==> config.mk <==
export PLATFORM = sky130hd
export DESIGN_NAME = pump_input_function_logic
export DESIGN_NICKNAME = d
export VERILOG_FILES = /design/src/pump_input_pkg.sv /design/src/pump_input_function_logic.sv
export SDC_FILE = /design/constraint.sdc
export NUM_CORES = 1
export LEC_CHECK = 0
export CORE_ASPECT_RATIO = 1.25
export CORE_MARGIN = 1
export CORE_UTILIZATION = 47
export CTS_BUF_LIST = sky130_fd_sc_hd__clkbuf_16
export DETAILED_ROUTE_END_ITERATION = 7
export DONT_BUFFER_PORTS = 1
export PLACE_DENSITY = 0.7
export SYNTH_ARGS = -nofsm -noshare
export SYNTH_HDL_FRONTEND = slang
export SYNTH_SLANG_ARGS = --single-unit
==> constraint.sdc <==
create_clock -name ref_clk -period 8.4 [get_ports ref_clk]
set_input_delay 1.68 -clock ref_clk [delete_from_list [all_inputs] [get_ports ref_clk]]
set_output_delay 1.68 -clock ref_clk [all_outputs]
set_load 0.01 [all_outputs]
==> src/pump_input_pkg.sv <==
// constants for the auxiliary input function block
// assumes a 100 MHz system clock and a classic wishbone register bus
package pump_input_pkg;

	// register byte offsets
	localparam logic [7:0] OFF_CODES      = 8'h00;
	localparam logic [7:0] OFF_MAIN_SP    = 8'h04;
	localparam logic [7:0] OFF_AUX_SP0    = 8'h08;
	localparam logic [7:0] OFF_AUX_SP1    = 8'h0C;
	localparam logic [7:0] OFF_AUX_SP2    = 8'h10;
	localparam logic [7:0] OFF_AUX_SP3    = 8'h14;
	localparam logic [7:0] OFF_SHUTOFF    = 8'h18;
	localparam logic [7:0] OFF_COMMAND    = 8'h1C;
	localparam logic [7:0] OFF_STATE      = 8'h20;
	localparam logic [7:0] OFF_IRQ_STATUS = 8'h24;
	localparam logic [7:0] OFF_IRQ_MASK   = 8'h28;
	localparam logic [7:0] OFF_TARGET     = 8'h2C;

	// reset values
	localparam logic [15:0] RST_CODES    = 16'h0531;
	localparam logic [15:0] RST_MAIN_SP  = 16'h0000;
	localparam logic [15:0] RST_AUX_SP   = 16'h0000;
	localparam logic [7:0]  RST_SHUTOFF  = 8'h0A;
	localparam logic [3:0]  RST_IRQ_MASK = 4'h0;

	// input function codes
	localparam logic [3:0] CODE_OFF        = 4'h0;
	localparam logic [3:0] CODE_AUX_NO     = 4'h3;
	localparam logic [3:0] CODE_AUX_NC     = 4'h4;
	localparam logic [3:0] CODE_DIS_NO     = 4'h5;
	localparam logic [3:0] CODE_DIS_NC     = 4'h6;
	localparam logic [3:0] CODE_DIS_RST_NO = 4'h7;
	localparam logic [3:0] CODE_DIS_RST_NC = 4'h8;
	localparam logic [3:0] CODE_RST_NO     = 4'h9;
	localparam logic [3:0] CODE_LP_AUTO_NO = 4'hA;
	localparam logic [3:0] CODE_LP_AUTO_NC = 4'hB;
	localparam logic [3:0] CODE_LP_MAN_NO  = 4'hC;
	localparam logic [3:0] CODE_LP_MAN_NC  = 4'hD;

	// timing
	localparam int CLK_PERIOD_NS   = 10;
	localparam int TICK_PERIOD_NS  = 1000000;
	localparam int TICK_CYCLES     = TICK_PERIOD_NS / CLK_PERIOD_NS;
	localparam int QUAL_TIME_MS    = 1000;
	localparam int UNBLOCK_TIME_MS = 2000;
	localparam int MS_PER_S        = 1000;
	localparam logic [17:0] QUAL_TICKS    = 18'(QUAL_TIME_MS * 1000000 / TICK_PERIOD_NS);
	localparam logic [17:0] UNBLOCK_TICKS = 18'(UNBLOCK_TIME_MS * 1000000 / TICK_PERIOD_NS);
	localparam logic [17:0] TICKS_PER_S   = 18'(MS_PER_S * 1000000 / TICK_PERIOD_NS);

endpackage
==> src/pump_input_function_logic.sv <==
// auxiliary digital input qualification and function mapping
// assumes contacts arrive asynchronously on pins; registers on classic wishbone
// What this block does
// - each of four inputs maps to any function through its own code.
// - code zero on an input drives no function whatever its level.
// - code 3 selects aux setpoint normally-open, code 4 normally-closed.
// - asserted aux function of input i makes aux setpoint i the target.
// - aux setpoint taken only after input active continuously one second.
// - main setpoint restored only after input inactive continuously one second.
// - several aux functions asserted: regulate to the lowest of their setpoints.
// - aux indication up while any aux function asserted, cleared when none.
// - code 5 disables on present, code 6 on absent; else enabled.
// - codes 7,8 disable plus block reset; code 9 only resets blocks.
// - disable applied only after input active continuously one second.
// - re-enable only after disabling input inactive continuously one second.
// - disable indication up while any disable function asserted.
// - low-pressure function blocks only after the shutoff delay elapsed.
// - codes 10,12 present is low; 11,13 absent; 12,13 manual reset only.
// - low-pressure block releases only after input inactive two seconds.
// - low-pressure indication up while any low-pressure function asserted.
module pump_input_function_logic #(
	parameter int TICK_CYCLES = pump_input_pkg::TICK_CYCLES,
	parameter int N_INPUTS    = 4,
	parameter int SP_W        = 16
) (
	input  wire logic              ref_clk,
	input  wire logic              rst,
	input  wire logic              wb_cyc_i,
	input  wire logic              wb_stb_i,
	input  wire logic              wb_we_i,
	input  wire logic [7:0]        wb_adr_i,
	input  wire logic [3:0]        wb_sel_i,
	input  wire logic [31:0]       wb_dat_i,
	output logic      [31:0]       wb_dat_o,
	output logic                   wb_ack_o,
	input  wire logic [N_INPUTS-1:0] auxiliary_digital_input,
	output logic      [SP_W-1:0]   regulation_setpoint,
	output logic                   aux_setpoint_indicator,
	output logic                   system_disabled_indicator,
	output logic                   resettable_block_reset,
	output logic                   low_pressure_block_indicator,
	output logic                   irq
);

	logic [3:0]      input_function_code [N_INPUTS];
	logic [SP_W-1:0] main_pressure_setpoint_q;
	logic [SP_W-1:0] aux_sp_q [N_INPUTS];
	logic [7:0]      low_pressure_shutoff_delay_q;
	logic [3:0]      irq_mask_q;
	logic [3:0]      irq_status_q;
	logic [3:0]      irq_mask_d;
	logic [31:0]     tick_cnt_q;
	logic            tick_q;
	logic [N_INPUTS-1:0] s1_q, s2_q, s3_q, lvl_q, qual_q, raw_w;
	logic [N_INPUTS-1:0] aux_fn, dis_fn, rst_fn, lp_fn, lp_man_fn;
	logic [17:0]     cnt_q [N_INPUTS];
	logic [17:0]     need_w [N_INPUTS];
	logic            man_latch_q;
	logic            lp_block_q;
	logic            manual_reset_w;
	logic [SP_W-1:0] target_w;
	logic [3:0]      events_w;
	logic            bus_req;
	logic            rd_status;
	logic [31:0]     rdata_w;
	logic [31:0]     wmask;
	logic [15:0]     codes_q;

	function automatic logic is_nc(input logic [3:0] c);
		return (c == pump_input_pkg::CODE_AUX_NC) || (c == pump_input_pkg::CODE_DIS_NC) ||
			(c == pump_input_pkg::CODE_DIS_RST_NC) || (c == pump_input_pkg::CODE_LP_AUTO_NC) ||
			(c == pump_input_pkg::CODE_LP_MAN_NC);
	endfunction

	function automatic logic is_lp(input logic [3:0] c);
		return (c >= pump_input_pkg::CODE_LP_AUTO_NO) && (c <= pump_input_pkg::CODE_LP_MAN_NC);
	endfunction

	// slow system tick shared by all input timers
	always_ff @(posedge ref_clk) begin
		if (rst) begin
			tick_cnt_q <= 32'h00000000;
			tick_q     <= 1'b0;
		end else if (tick_cnt_q >= 32'(TICK_CYCLES - 1)) begin
			tick_cnt_q <= 32'h00000000;
			tick_q     <= 1'b1;
		end else begin
			tick_cnt_q <= tick_cnt_q + 32'h00000001;
			tick_q     <= 1'b0;
		end
	end

	genvar gi;
	generate
		for (gi = 0; gi < N_INPUTS; gi++) begin : g_in
			assign input_function_code[gi] = codes_q[gi*4 +: 4];

			always_ff @(posedge ref_clk) begin
				if (rst) begin
					s1_q[gi]  <= 1'b0;
					s2_q[gi]  <= 1'b0;
					s3_q[gi]  <= 1'b0;
					lvl_q[gi] <= 1'b0;
				end else begin
					s1_q[gi] <= auxiliary_digital_input[gi];
					s2_q[gi] <= s1_q[gi];
					s3_q[gi] <= s2_q[gi];
					if (s2_q[gi] == s3_q[gi]) begin
						lvl_q[gi] <= s3_q[gi];
					end
				end
			end

			// active level per contact type
			assign raw_w[gi] = lvl_q[gi] ^ is_nc(input_function_code[gi]);

			// low pressure: shutoff delay to block, two seconds to release
			assign need_w[gi] = is_lp(input_function_code[gi]) ?
				(qual_q[gi] ? pump_input_pkg::UNBLOCK_TICKS :
				18'(low_pressure_shutoff_delay_q * pump_input_pkg::TICKS_PER_S)) :
				pump_input_pkg::QUAL_TICKS;

			always_ff @(posedge ref_clk) begin
				if (rst) begin
					qual_q[gi] <= 1'b0;
					cnt_q[gi]  <= 18'h00000;
				end else if (raw_w[gi] == qual_q[gi]) begin
					cnt_q[gi] <= 18'h00000;
				end else if (cnt_q[gi] >= need_w[gi]) begin
					qual_q[gi] <= raw_w[gi];
					cnt_q[gi]  <= 18'h00000;
				end else if (tick_q) begin
					cnt_q[gi] <= cnt_q[gi] + 18'h00001;
				end
			end

			assign aux_fn[gi] = qual_q[gi] && ((input_function_code[gi] == pump_input_pkg::CODE_AUX_NO) ||
				(input_function_code[gi] == pump_input_pkg::CODE_AUX_NC));
			assign dis_fn[gi] = qual_q[gi] && (input_function_code[gi] >= pump_input_pkg::CODE_DIS_NO) &&
				(input_function_code[gi] <= pump_input_pkg::CODE_DIS_RST_NC);
			assign rst_fn[gi] = qual_q[gi] && (input_function_code[gi] >= pump_input_pkg::CODE_DIS_RST_NO) &&
				(input_function_code[gi] <= pump_input_pkg::CODE_RST_NO);
			assign lp_fn[gi] = qual_q[gi] && is_lp(input_function_code[gi]);
			assign lp_man_fn[gi] = lp_fn[gi] && (input_function_code[gi] >= pump_input_pkg::CODE_LP_MAN_NO);

		end
	endgenerate

	// lowest active auxiliary setpoint, else main
	always_comb begin
		logic found;
		found    = 1'b0;
		target_w = main_pressure_setpoint_q;
		for (int i = 0; i < N_INPUTS; i++) begin
			if (aux_fn[i] && (!found || aux_sp_q[i] < target_w)) begin
				target_w = aux_sp_q[i];
				found    = 1'b1;
			end
		end
	end

	always_ff @(posedge ref_clk) begin
		if (rst) begin
			regulation_setpoint       <= pump_input_pkg::RST_MAIN_SP;
			aux_setpoint_indicator    <= 1'b0;
			system_disabled_indicator <= 1'b0;
			resettable_block_reset    <= 1'b0;
		end else begin
			regulation_setpoint       <= target_w;
			aux_setpoint_indicator    <= |aux_fn;
			system_disabled_indicator <= |dis_fn;
			resettable_block_reset    <= |rst_fn;
		end
	end

	// low-pressure block with manual-only latch
	always_ff @(posedge ref_clk) begin
		if (rst) begin
			man_latch_q <= 1'b0;
			lp_block_q  <= 1'b0;
		end else begin
			if (|lp_man_fn) begin
				man_latch_q <= 1'b1;
			end else if (!(|lp_fn) && (manual_reset_w || (|rst_fn))) begin
				man_latch_q <= 1'b0;
			end
			if (|lp_fn) begin
				lp_block_q <= 1'b1;
			end else if (!man_latch_q || manual_reset_w || (|rst_fn)) begin
				lp_block_q <= 1'b0;
			end
		end
	end
	assign low_pressure_block_indicator = lp_block_q;

	// wishbone slave, one wait state
	assign bus_req        = wb_cyc_i && wb_stb_i && !wb_ack_o;
	assign rd_status      = bus_req && !wb_we_i && (wb_adr_i[7:2] == pump_input_pkg::OFF_IRQ_STATUS[7:2]);
	assign manual_reset_w = bus_req && wb_we_i && wb_sel_i[0] && wb_dat_i[0] &&
		(wb_adr_i[7:2] == pump_input_pkg::OFF_COMMAND[7:2]);
	assign wmask          = {{8{wb_sel_i[3]}}, {8{wb_sel_i[2]}}, {8{wb_sel_i[1]}}, {8{wb_sel_i[0]}}};

	always_ff @(posedge ref_clk) begin
		if (rst) begin
			codes_q                      <= pump_input_pkg::RST_CODES;
			main_pressure_setpoint_q     <= pump_input_pkg::RST_MAIN_SP;
			low_pressure_shutoff_delay_q <= pump_input_pkg::RST_SHUTOFF;
			irq_mask_q                   <= pump_input_pkg::RST_IRQ_MASK;
			for (int i = 0; i < N_INPUTS; i++) begin
				aux_sp_q[i] <= pump_input_pkg::RST_AUX_SP;
			end
		end else if (bus_req && wb_we_i) begin
			case (wb_adr_i[7:2])
				pump_input_pkg::OFF_CODES[7:2]: begin
					codes_q <= (codes_q & ~wmask[15:0]) | (wb_dat_i[15:0] & wmask[15:0]);
				end
				pump_input_pkg::OFF_MAIN_SP[7:2]: begin
					main_pressure_setpoint_q <= (main_pressure_setpoint_q & ~wmask[SP_W-1:0]) |
						(wb_dat_i[SP_W-1:0] & wmask[SP_W-1:0]);
				end
				pump_input_pkg::OFF_SHUTOFF[7:2]: begin
					if (wb_sel_i[0]) begin
						low_pressure_shutoff_delay_q <= wb_dat_i[7:0];
					end
				end
				pump_input_pkg::OFF_IRQ_MASK[7:2]: begin
					if (wb_sel_i[0]) begin
						irq_mask_q <= wb_dat_i[3:0];
					end
				end
				default: begin
					for (int i = 0; i < N_INPUTS; i++) begin
						if (wb_adr_i[7:2] == 6'(pump_input_pkg::OFF_AUX_SP0[7:2] + 6'(i))) begin
							aux_sp_q[i] <= (aux_sp_q[i] & ~wmask[SP_W-1:0]) | (wb_dat_i[SP_W-1:0] & wmask[SP_W-1:0]);
						end
					end
				end
			endcase
		end
	end

	// events: aux, disable, low pressure, block reset rising
	assign events_w = {(|rst_fn) & !resettable_block_reset, (|lp_fn) & !lp_block_q,
		(|dis_fn) & !system_disabled_indicator, (|aux_fn) & !aux_setpoint_indicator};

	// mask as it stands after this edge, so irq never lags a mask write
	assign irq_mask_d = (bus_req && wb_we_i && wb_sel_i[0] &&
		(wb_adr_i[7:2] == pump_input_pkg::OFF_IRQ_MASK[7:2])) ? wb_dat_i[3:0] : irq_mask_q;

	always_ff @(posedge ref_clk) begin
		if (rst) begin
			irq_status_q <= 4'h0;
			irq          <= 1'b0;
		end else begin
			irq_status_q <= (rd_status ? 4'h0 : irq_status_q) | events_w;
			irq          <= |(((rd_status ? 4'h0 : irq_status_q) | events_w) & irq_mask_d);
		end
	end

	always_comb begin
		rdata_w = 32'h00000000;
		case (wb_adr_i[7:2])
			pump_input_pkg::OFF_CODES[7:2]:      rdata_w[15:0] = codes_q;
			pump_input_pkg::OFF_MAIN_SP[7:2]:    rdata_w[SP_W-1:0] = main_pressure_setpoint_q;
			pump_input_pkg::OFF_AUX_SP0[7:2]:    rdata_w[SP_W-1:0] = aux_sp_q[0];
			pump_input_pkg::OFF_AUX_SP1[7:2]:    rdata_w[SP_W-1:0] = aux_sp_q[1];
			pump_input_pkg::OFF_AUX_SP2[7:2]:    rdata_w[SP_W-1:0] = aux_sp_q[2];
			pump_input_pkg::OFF_AUX_SP3[7:2]:    rdata_w[SP_W-1:0] = aux_sp_q[3];
			pump_input_pkg::OFF_SHUTOFF[7:2]:    rdata_w[7:0] = low_pressure_shutoff_delay_q;
			pump_input_pkg::OFF_STATE[7:2]:      rdata_w[15:0] = {4'(lvl_q), 4'(qual_q), man_latch_q,
				resettable_block_reset, lp_block_q, system_disabled_indicator, 3'h0, aux_setpoint_indicator};
			pump_input_pkg::OFF_IRQ_STATUS[7:2]: rdata_w[3:0] = irq_status_q;
			pump_input_pkg::OFF_IRQ_MASK[7:2]:   rdata_w[3:0] = irq_mask_q;
			pump_input_pkg::OFF_TARGET[7:2]:     rdata_w[SP_W-1:0] = regulation_setpoint;
			default:                             rdata_w = 32'h00000000;
		endcase
	end

	always_ff @(posedge ref_clk) begin
		if (rst) begin
			wb_ack_o <= 1'b0;
			wb_dat_o <= 32'h00000000;
		end else begin
			wb_ack_o <= bus_req;
			wb_dat_o <= bus_req && !wb_we_i ? rdata_w : 32'h00000000;
		end
	end
endmodule

* Word-level counts from Yosys, hierarchy flattened
Memory sizes are Yosys's and may differ from the RTL's.
Cells that the tools add are included.
** Word-level totals
- Bits in registers :: 156
- Latch bits :: 0
- Bits in writable memories :: 136
- ROM bits :: 0
- Input port bits :: 53
- Output and inout port bits :: 54
- Logic and storage cells :: 379
- Memories kept :: 2
** Operators by class
- Add/sub/neg operators :: 5
- $mul :: 1
- Divide/modulo/power cells :: 0
- Magnitude comparators :: 36
- Eq/ne operators :: 43
- Shifts and indexed selects :: 0
- Mux-type cells :: 108
- Bitwise operators :: 45
- Reduce and logical (&&, ||, !) cells :: 102
** Memory list
- cnt_q :: depth 4, bits a word 18, rd ports 4, clocked after memory_dff 0, write ports 4, line pump_input_function_logic.sv:56 : logic [17:0] cnt_q [N_INPUTS];
- aux_sp_q :: depth 4, bits a word 16, rd ports 4, clocked after memory_dff 0, write ports 4, line pump_input_function_logic.sv:47 : logic [SP_W-1:0] aux_sp_q [N_INPUTS];
** Operators by type and width (count)
- 18-bit 2-to-1 mux :: 20
- 16-bit 2-to-1 mux :: 8
- 16-bit bitwise AND :: 7
- 16-bit OR :: 6
- 1-bit 2-to-1 mux :: 75
- 18-bit by 1-bit adder with 18-bit output, second input constant :: 4
- 18-bit >= comparator :: 4
- 8-bit case mux with 8 select lines :: 1
- 4-bit == test, second input constant :: 12
- 4-bit less-or-equal comparator, second input constant :: 12
- 16-bit < comparator :: 3
- 1-bit logical AND :: 45
- 4-bit case mux with 11 select lines :: 1
- 4-bit case mux with 9 select lines :: 1
- 32-bit by 1-bit adder with 32-bit output, second input constant :: 1
- 4-bit by 3-bit == test with 1-bit output, second input constant :: 8
- 32-bit by 17-bit >= comparator with 1-bit output, second input constant :: 1
- 4-bit by 3-bit >= comparator with 1-bit output, second input constant :: 8
- 4-bit >= comparator, second input constant :: 8
- 4-bit OR reduction :: 7
- 1-bit logical OR :: 26
- 6-bit by 3-bit == test with 1-bit output, second input constant :: 4
- 6-bit by 4-bit == test with 1-bit output, second input constant :: 4
- 4-bit by 2-bit == test with 1-bit output, second input constant :: 4
- other kinds (18) :: 70

* Logic depth before layout (Yosys ltp)
- Depth after elaboration :: 16
- Mapped depth :: 35

* Worst setup path before layout
Ideal clock, no wire load.
- Path type :: register -> register
- From :: register with a tool-made name
- To :: register regulation_setpoint[11]
- Arrival :: 7.981 ns
- Data required time :: 8.335 ns
- Slack :: 0.354 ns
- Stages on the path, launching flop included :: 35
- Buffers on the path :: 6
- Period minus slack after synthesis :: 8.046 ns
- Path through :: dfxtp_1 > buf_4 > nor3b_1 > o21a_1 > buf_2 > buf_1 > mux2i_1 > ha_1 > nand4_1 > a2111oi_0 > nand3_1 > o211ai_2 > buf_2 > mux2i_1 > inv_1 > ha_1 > a21o_1 > a211o_1 > a41oi_1 > o31ai_4 > a2111oi_2 > a211oi_4 > buf_6 > mux2i_1 > ha_1 > a21o_1 > a221o_1 > a21oi_1 > nand2_1 > o41ai_1 > nand2_1 > o41ai_4 > buf_4 > mux2_2 > nor2_1
** RTL lines
- end signal, assigned :: line pump_input_function_logic.sv:164 : regulation_setpoint <= pump_input_pkg::RST_MAIN_SP;
- end signal, assigned :: line pump_input_function_logic.sv:169 : regulation_setpoint <= target_w;
- end, declared :: line pump_input_function_logic.sv:37 : output logic [SP_W-1:0] regulation_setpoint,

* Worst setup path after layout
- From :: register qual_q[0]
- To :: register regulation_setpoint[10]
** Between the ends
- Longest elaborated chain between the ends :: 14
- Elaborated cells between the ends (all ways) :: 20
- Classes of those cells :: order compare: 3; mux: 7; reduce/logical: 10
** RTL lines
- start, declared :: line pump_input_function_logic.sv:54 : logic [N_INPUTS-1:0] s1_q, s2_q, s3_q, lvl_q, qual_q, raw_w;
- start signal, assigned by index :: line pump_input_function_logic.sv:130 : qual_q[gi] <= raw_w[gi];
- 1-bit logical AND * :: line pump_input_function_logic.sv:137 : assign aux_fn[gi] = qual_q[gi] && ((input_function_code[gi] == pump_input_pkg::CODE_AUX_NO) ||
- 16-bit 2-to-1 mux or 1-bit 2-to-1 mux (tied branches) :: line pump_input_function_logic.sv:155 : if (aux_fn[i] && (!found || aux_sp_q[i] < target_w)) begin
- 16-bit < comparator or 1-bit zero test (tied branches) :: line pump_input_function_logic.sv:155
- 1-bit logical OR :: line pump_input_function_logic.sv:155
- 1-bit logical AND :: line pump_input_function_logic.sv:155
- 16-bit 2-to-1 mux or 1-bit 2-to-1 mux (tied branches) :: line pump_input_function_logic.sv:155
- 16-bit < comparator or 1-bit zero test (tied branches) :: line pump_input_function_logic.sv:155
- 1-bit logical OR :: line pump_input_function_logic.sv:155
- 1-bit logical AND :: line pump_input_function_logic.sv:155
- 16-bit 2-to-1 mux or 1-bit 2-to-1 mux (tied branches) :: line pump_input_function_logic.sv:155
- 16-bit < comparator or 1-bit zero test (tied branches) :: line pump_input_function_logic.sv:155
- 1-bit logical OR :: line pump_input_function_logic.sv:155
- 1-bit logical AND :: line pump_input_function_logic.sv:155
- 16-bit 2-to-1 mux * :: line pump_input_function_logic.sv:155
Mark *: on every way between the ends. The rest lies on a longest branch, timed or not.
A chain may end at the register's enable or synchronous reset.

==> impl_metrics.yaml <==
run_status:
  status: "finished, final reports clean"
global_route:
  antenna_found_initial: 0
  track_usage: 0.241
  overflow: 0
  grt_max_degree: 89
  grt_pass1_vias: 13700
  grt_pass1_wl_um: 73300
power:
  p_leak_nw: 7.81
  finalPower_w: 0.00283
  max-vdd-ir-drop_mv: 0.227
  power_density_mw_per_mm2: 147
clocking:
  cts_root_buffer: "clkbuf_16"
  cts_tree: "built"
  clock_sinks: 276
  cts_made_buffers: 30
  cts_max_path_buffers: 3
  path_clk_slew_ps: 70
  cts_setup_buffers: 0
  cts_max_level: 1
  clk_latency_ps: 590
cells_and_area:
  syn2layout_area_growth_pct: 8.53
  post-route-util: 0.517
  nets: 2114
  n_antenna_cell: 0
  drive_above_1_share: 0.0648
hold_path:
  hp-class: "flip-flop to flip-flop"
placement:
  port_buffers: 0
  dp_hpwl_um: 35100
  place_congestion: 0.959
  pre_cts_slack_ps: 434
synthesis:
  synth_edf_count: 136
  netlist.area_leader.share: 0.230
  avgSynthCellArea_um2: 9.39
  ys_ff_latch: 276
  ys_seq_area_frac: 0.388
  synth_area_leader_cell: "edfxtp_1"
  synth_area_mm2: 0.0178
  synth_cell_type_count: 78
  async_flop_share: 0
  synth.area.top_cells: "edfxtp_1 23%, dfxtp_1 16%, ha_1 10%, mux2i_1 5.7%, nor2_1 4.6%"
  syn-instance-count: 1891
  yosysWarnings: 0
  ys.flop_type: "dfxtp_1"
sta:
  layout_min_cycle_time_ps: 8000
  hold_viol: 0
  period_share: 0.952
  fin_ws_ps: 403
  setup_viol: 0
  worst_slew_pin_slew_ps: 1230
  fmax_ghz: 0.125
  tns_ps: 0
  drv_slew: 0
  slew_headroom: 0.178
  skew_ps: 15.6
  rsz0062_at_grt: "no"
route:
  firstDrtPassIters: 5
  wl_um: 46300
  drc: 0
  drt_iter0_drc: 992
  wl_per_cell_um: 19.3
  via_count: 13900
  via_per_inst: 5.79
  antenna_left: 0
worst_setup_path:
  worstSetupEndpointType: "flip-flop"
  slowest_delay_ps: 530
  crit_type: "flip-flop to flip-flop"
  path_delay_family: "compound AO/OA/AOI/OAI gates"
  cp.buffers_inverters: 6
  path_max_fanout: 19
  worstSetupStartpointType: "flip-flop"
  required_ps: 8910
  cpMaxStageDelayCell: "a2111oi_1"
  worst_ep_arrival_time_ps: 8510
die:
  die_w_um: 176
  core.rowCount: 79
  die-area_mm2: 0.0386
  die_h_um: 219
  io-pin-count: 107
  start_util: 0.477
  core_mm2: 0.0373
job:
  drv_cap: 0
==> where the power goes <==
part	total (W)	internal, W	switching (W)
clock	0.00129	0.000727	0.000565
sequential	0.00144	0.00142	0.0000136
combinational	0.000105	0.0000429	0.0000619
==> cells in the final DEF, fill, tap and decap left out, types with 41 or more instances in the layout <==
cell type	count
inv_1	107
ha_1	149
mux2i_1	102
nor2_1	217
dfxtp_1	140
edfxtp_1	136
nand3_1	62
nor2b_1	57
xor2_1	62
nand2b_1	41
o21ai_0	99
a21oi_1	109
nand2_1	170
==> synthesized netlist by cell type, types with 4 or more instances <==
cell type	n
nor2_1	217
a21oi_1	109
ha_1	149
dfxtp_1	140
or3_1	4
o31ai_1	6
nand4_1	26
buf_1	6
nor3_1	26
xnor2_1	39
mux2_1	6
and2_1	12
mux2_2	19
a22oi_1	15
o21bai_1	4
o21ai_0	100
mux4_2	9
o21a_1	13
nand3_1	62
a221oi_1	11
buf_4	20
mux2i_1	102
nor2b_1	57
a21o_1	16
nand3b_1	4
nor4_1	6
clkbuf_1	57
nand2_1	170
fa_1	22
a31oi_1	10
o22ai_1	10
and3_1	19
nand2b_1	41
edfxtp_1	136
xor2_1	62
o211ai_1	5
a22o_1	4
buf_2	4
inv_1	102
and4_1	6
==> layout make-up <==
cell class / instances / area [um^2]
Multi-Input combinational cell: 1454 / 10200
Sequential cell: 276 / 6890
Clock buffer: 34 / 851
Clock inverter: 22 / 125
Fill cell: 3345 / 18000
Timing Repair Buffer: 26 / 220
Tap cell: 486 / 608
Inverter: 102 / 383
==> repair_timing <==
| action | 4_1_cts | 5_1_grt |
|---|---|---|
| endpoints found under the setup margin | 0 | 14 |
| hold buffers | 0 | 0 |
| gates resized for setup | 0 | 1 |
==> worst reg2reg max path: cells and delay by family (launching register included) <==
family / cells / cell delay, ps
compound gates: 15 / 3740
mux: 4 / 1180
buf+inv: 6 / 1070
simple gates: 4 / 830
flops: 1 / 330
fa+ha+maj: 3 / 780
==> kinds of logic (layout without fill, tap and decap cells) <==
group / Yosys count / count (layout) / synth area share
DFF: 276 / 276 / 0.388
muxes: 136 / 136 / 0.0847
adders and majority gates: 171 / 171 / 0.130
other: 1 / 31 / 0.000211
buffers and inverters: 191 / 184 / 0.0457
AOI/OAI and AO/OA: 344 / 344 / 0.122
xor gates and xnor gates: 101 / 101 / 0.0498
and+or+nand+nor: 671 / 671 / 0.180
==> worst paths after layout <==
check            start                      end  slack (ps)  cells past startpoint
max reg2reg  qual_q[0]  regulation_setpoint[10]         400                     32
min reg2reg    s1_q[2]                  s2_q[2]         440                      1
min            s1_q[2]                  s2_q[2]         440                      1
max          qual_q[0]  regulation_setpoint[10]         400                     32
==> layer usage <==
| layer | up-vias | GRT usage | routed length (um) |
|---|---|---|---|
| li1 | 6650 | - | - |
| met3 | 149 | 0.0371 | 2620 |
| met5 | - | 0 | 0 |
| met1 | 6692 | 0.273 | 17900 |
| met4 | 0 | 0.136 | 2630 |
| met2 | 408 | 0.430 | 23200 |
==> stage by stage <==
| step | cell area, um^2 | cells | hold WS [ps] |
|---|---|---|---|
| after floorplan | 17900 | 1921 | 414 |
| after global placement | 18300 | 2344 | 421 |
| after detailed placement | 18300 | 2344 | 421 |
| after CTS | 19300 | 2400 | 441 |
| after global routing | 19300 | 2400 | 460 |
| final | 19300 | 2400 | 438 |
No activity file was read; power rests on OpenSTA's default activity.
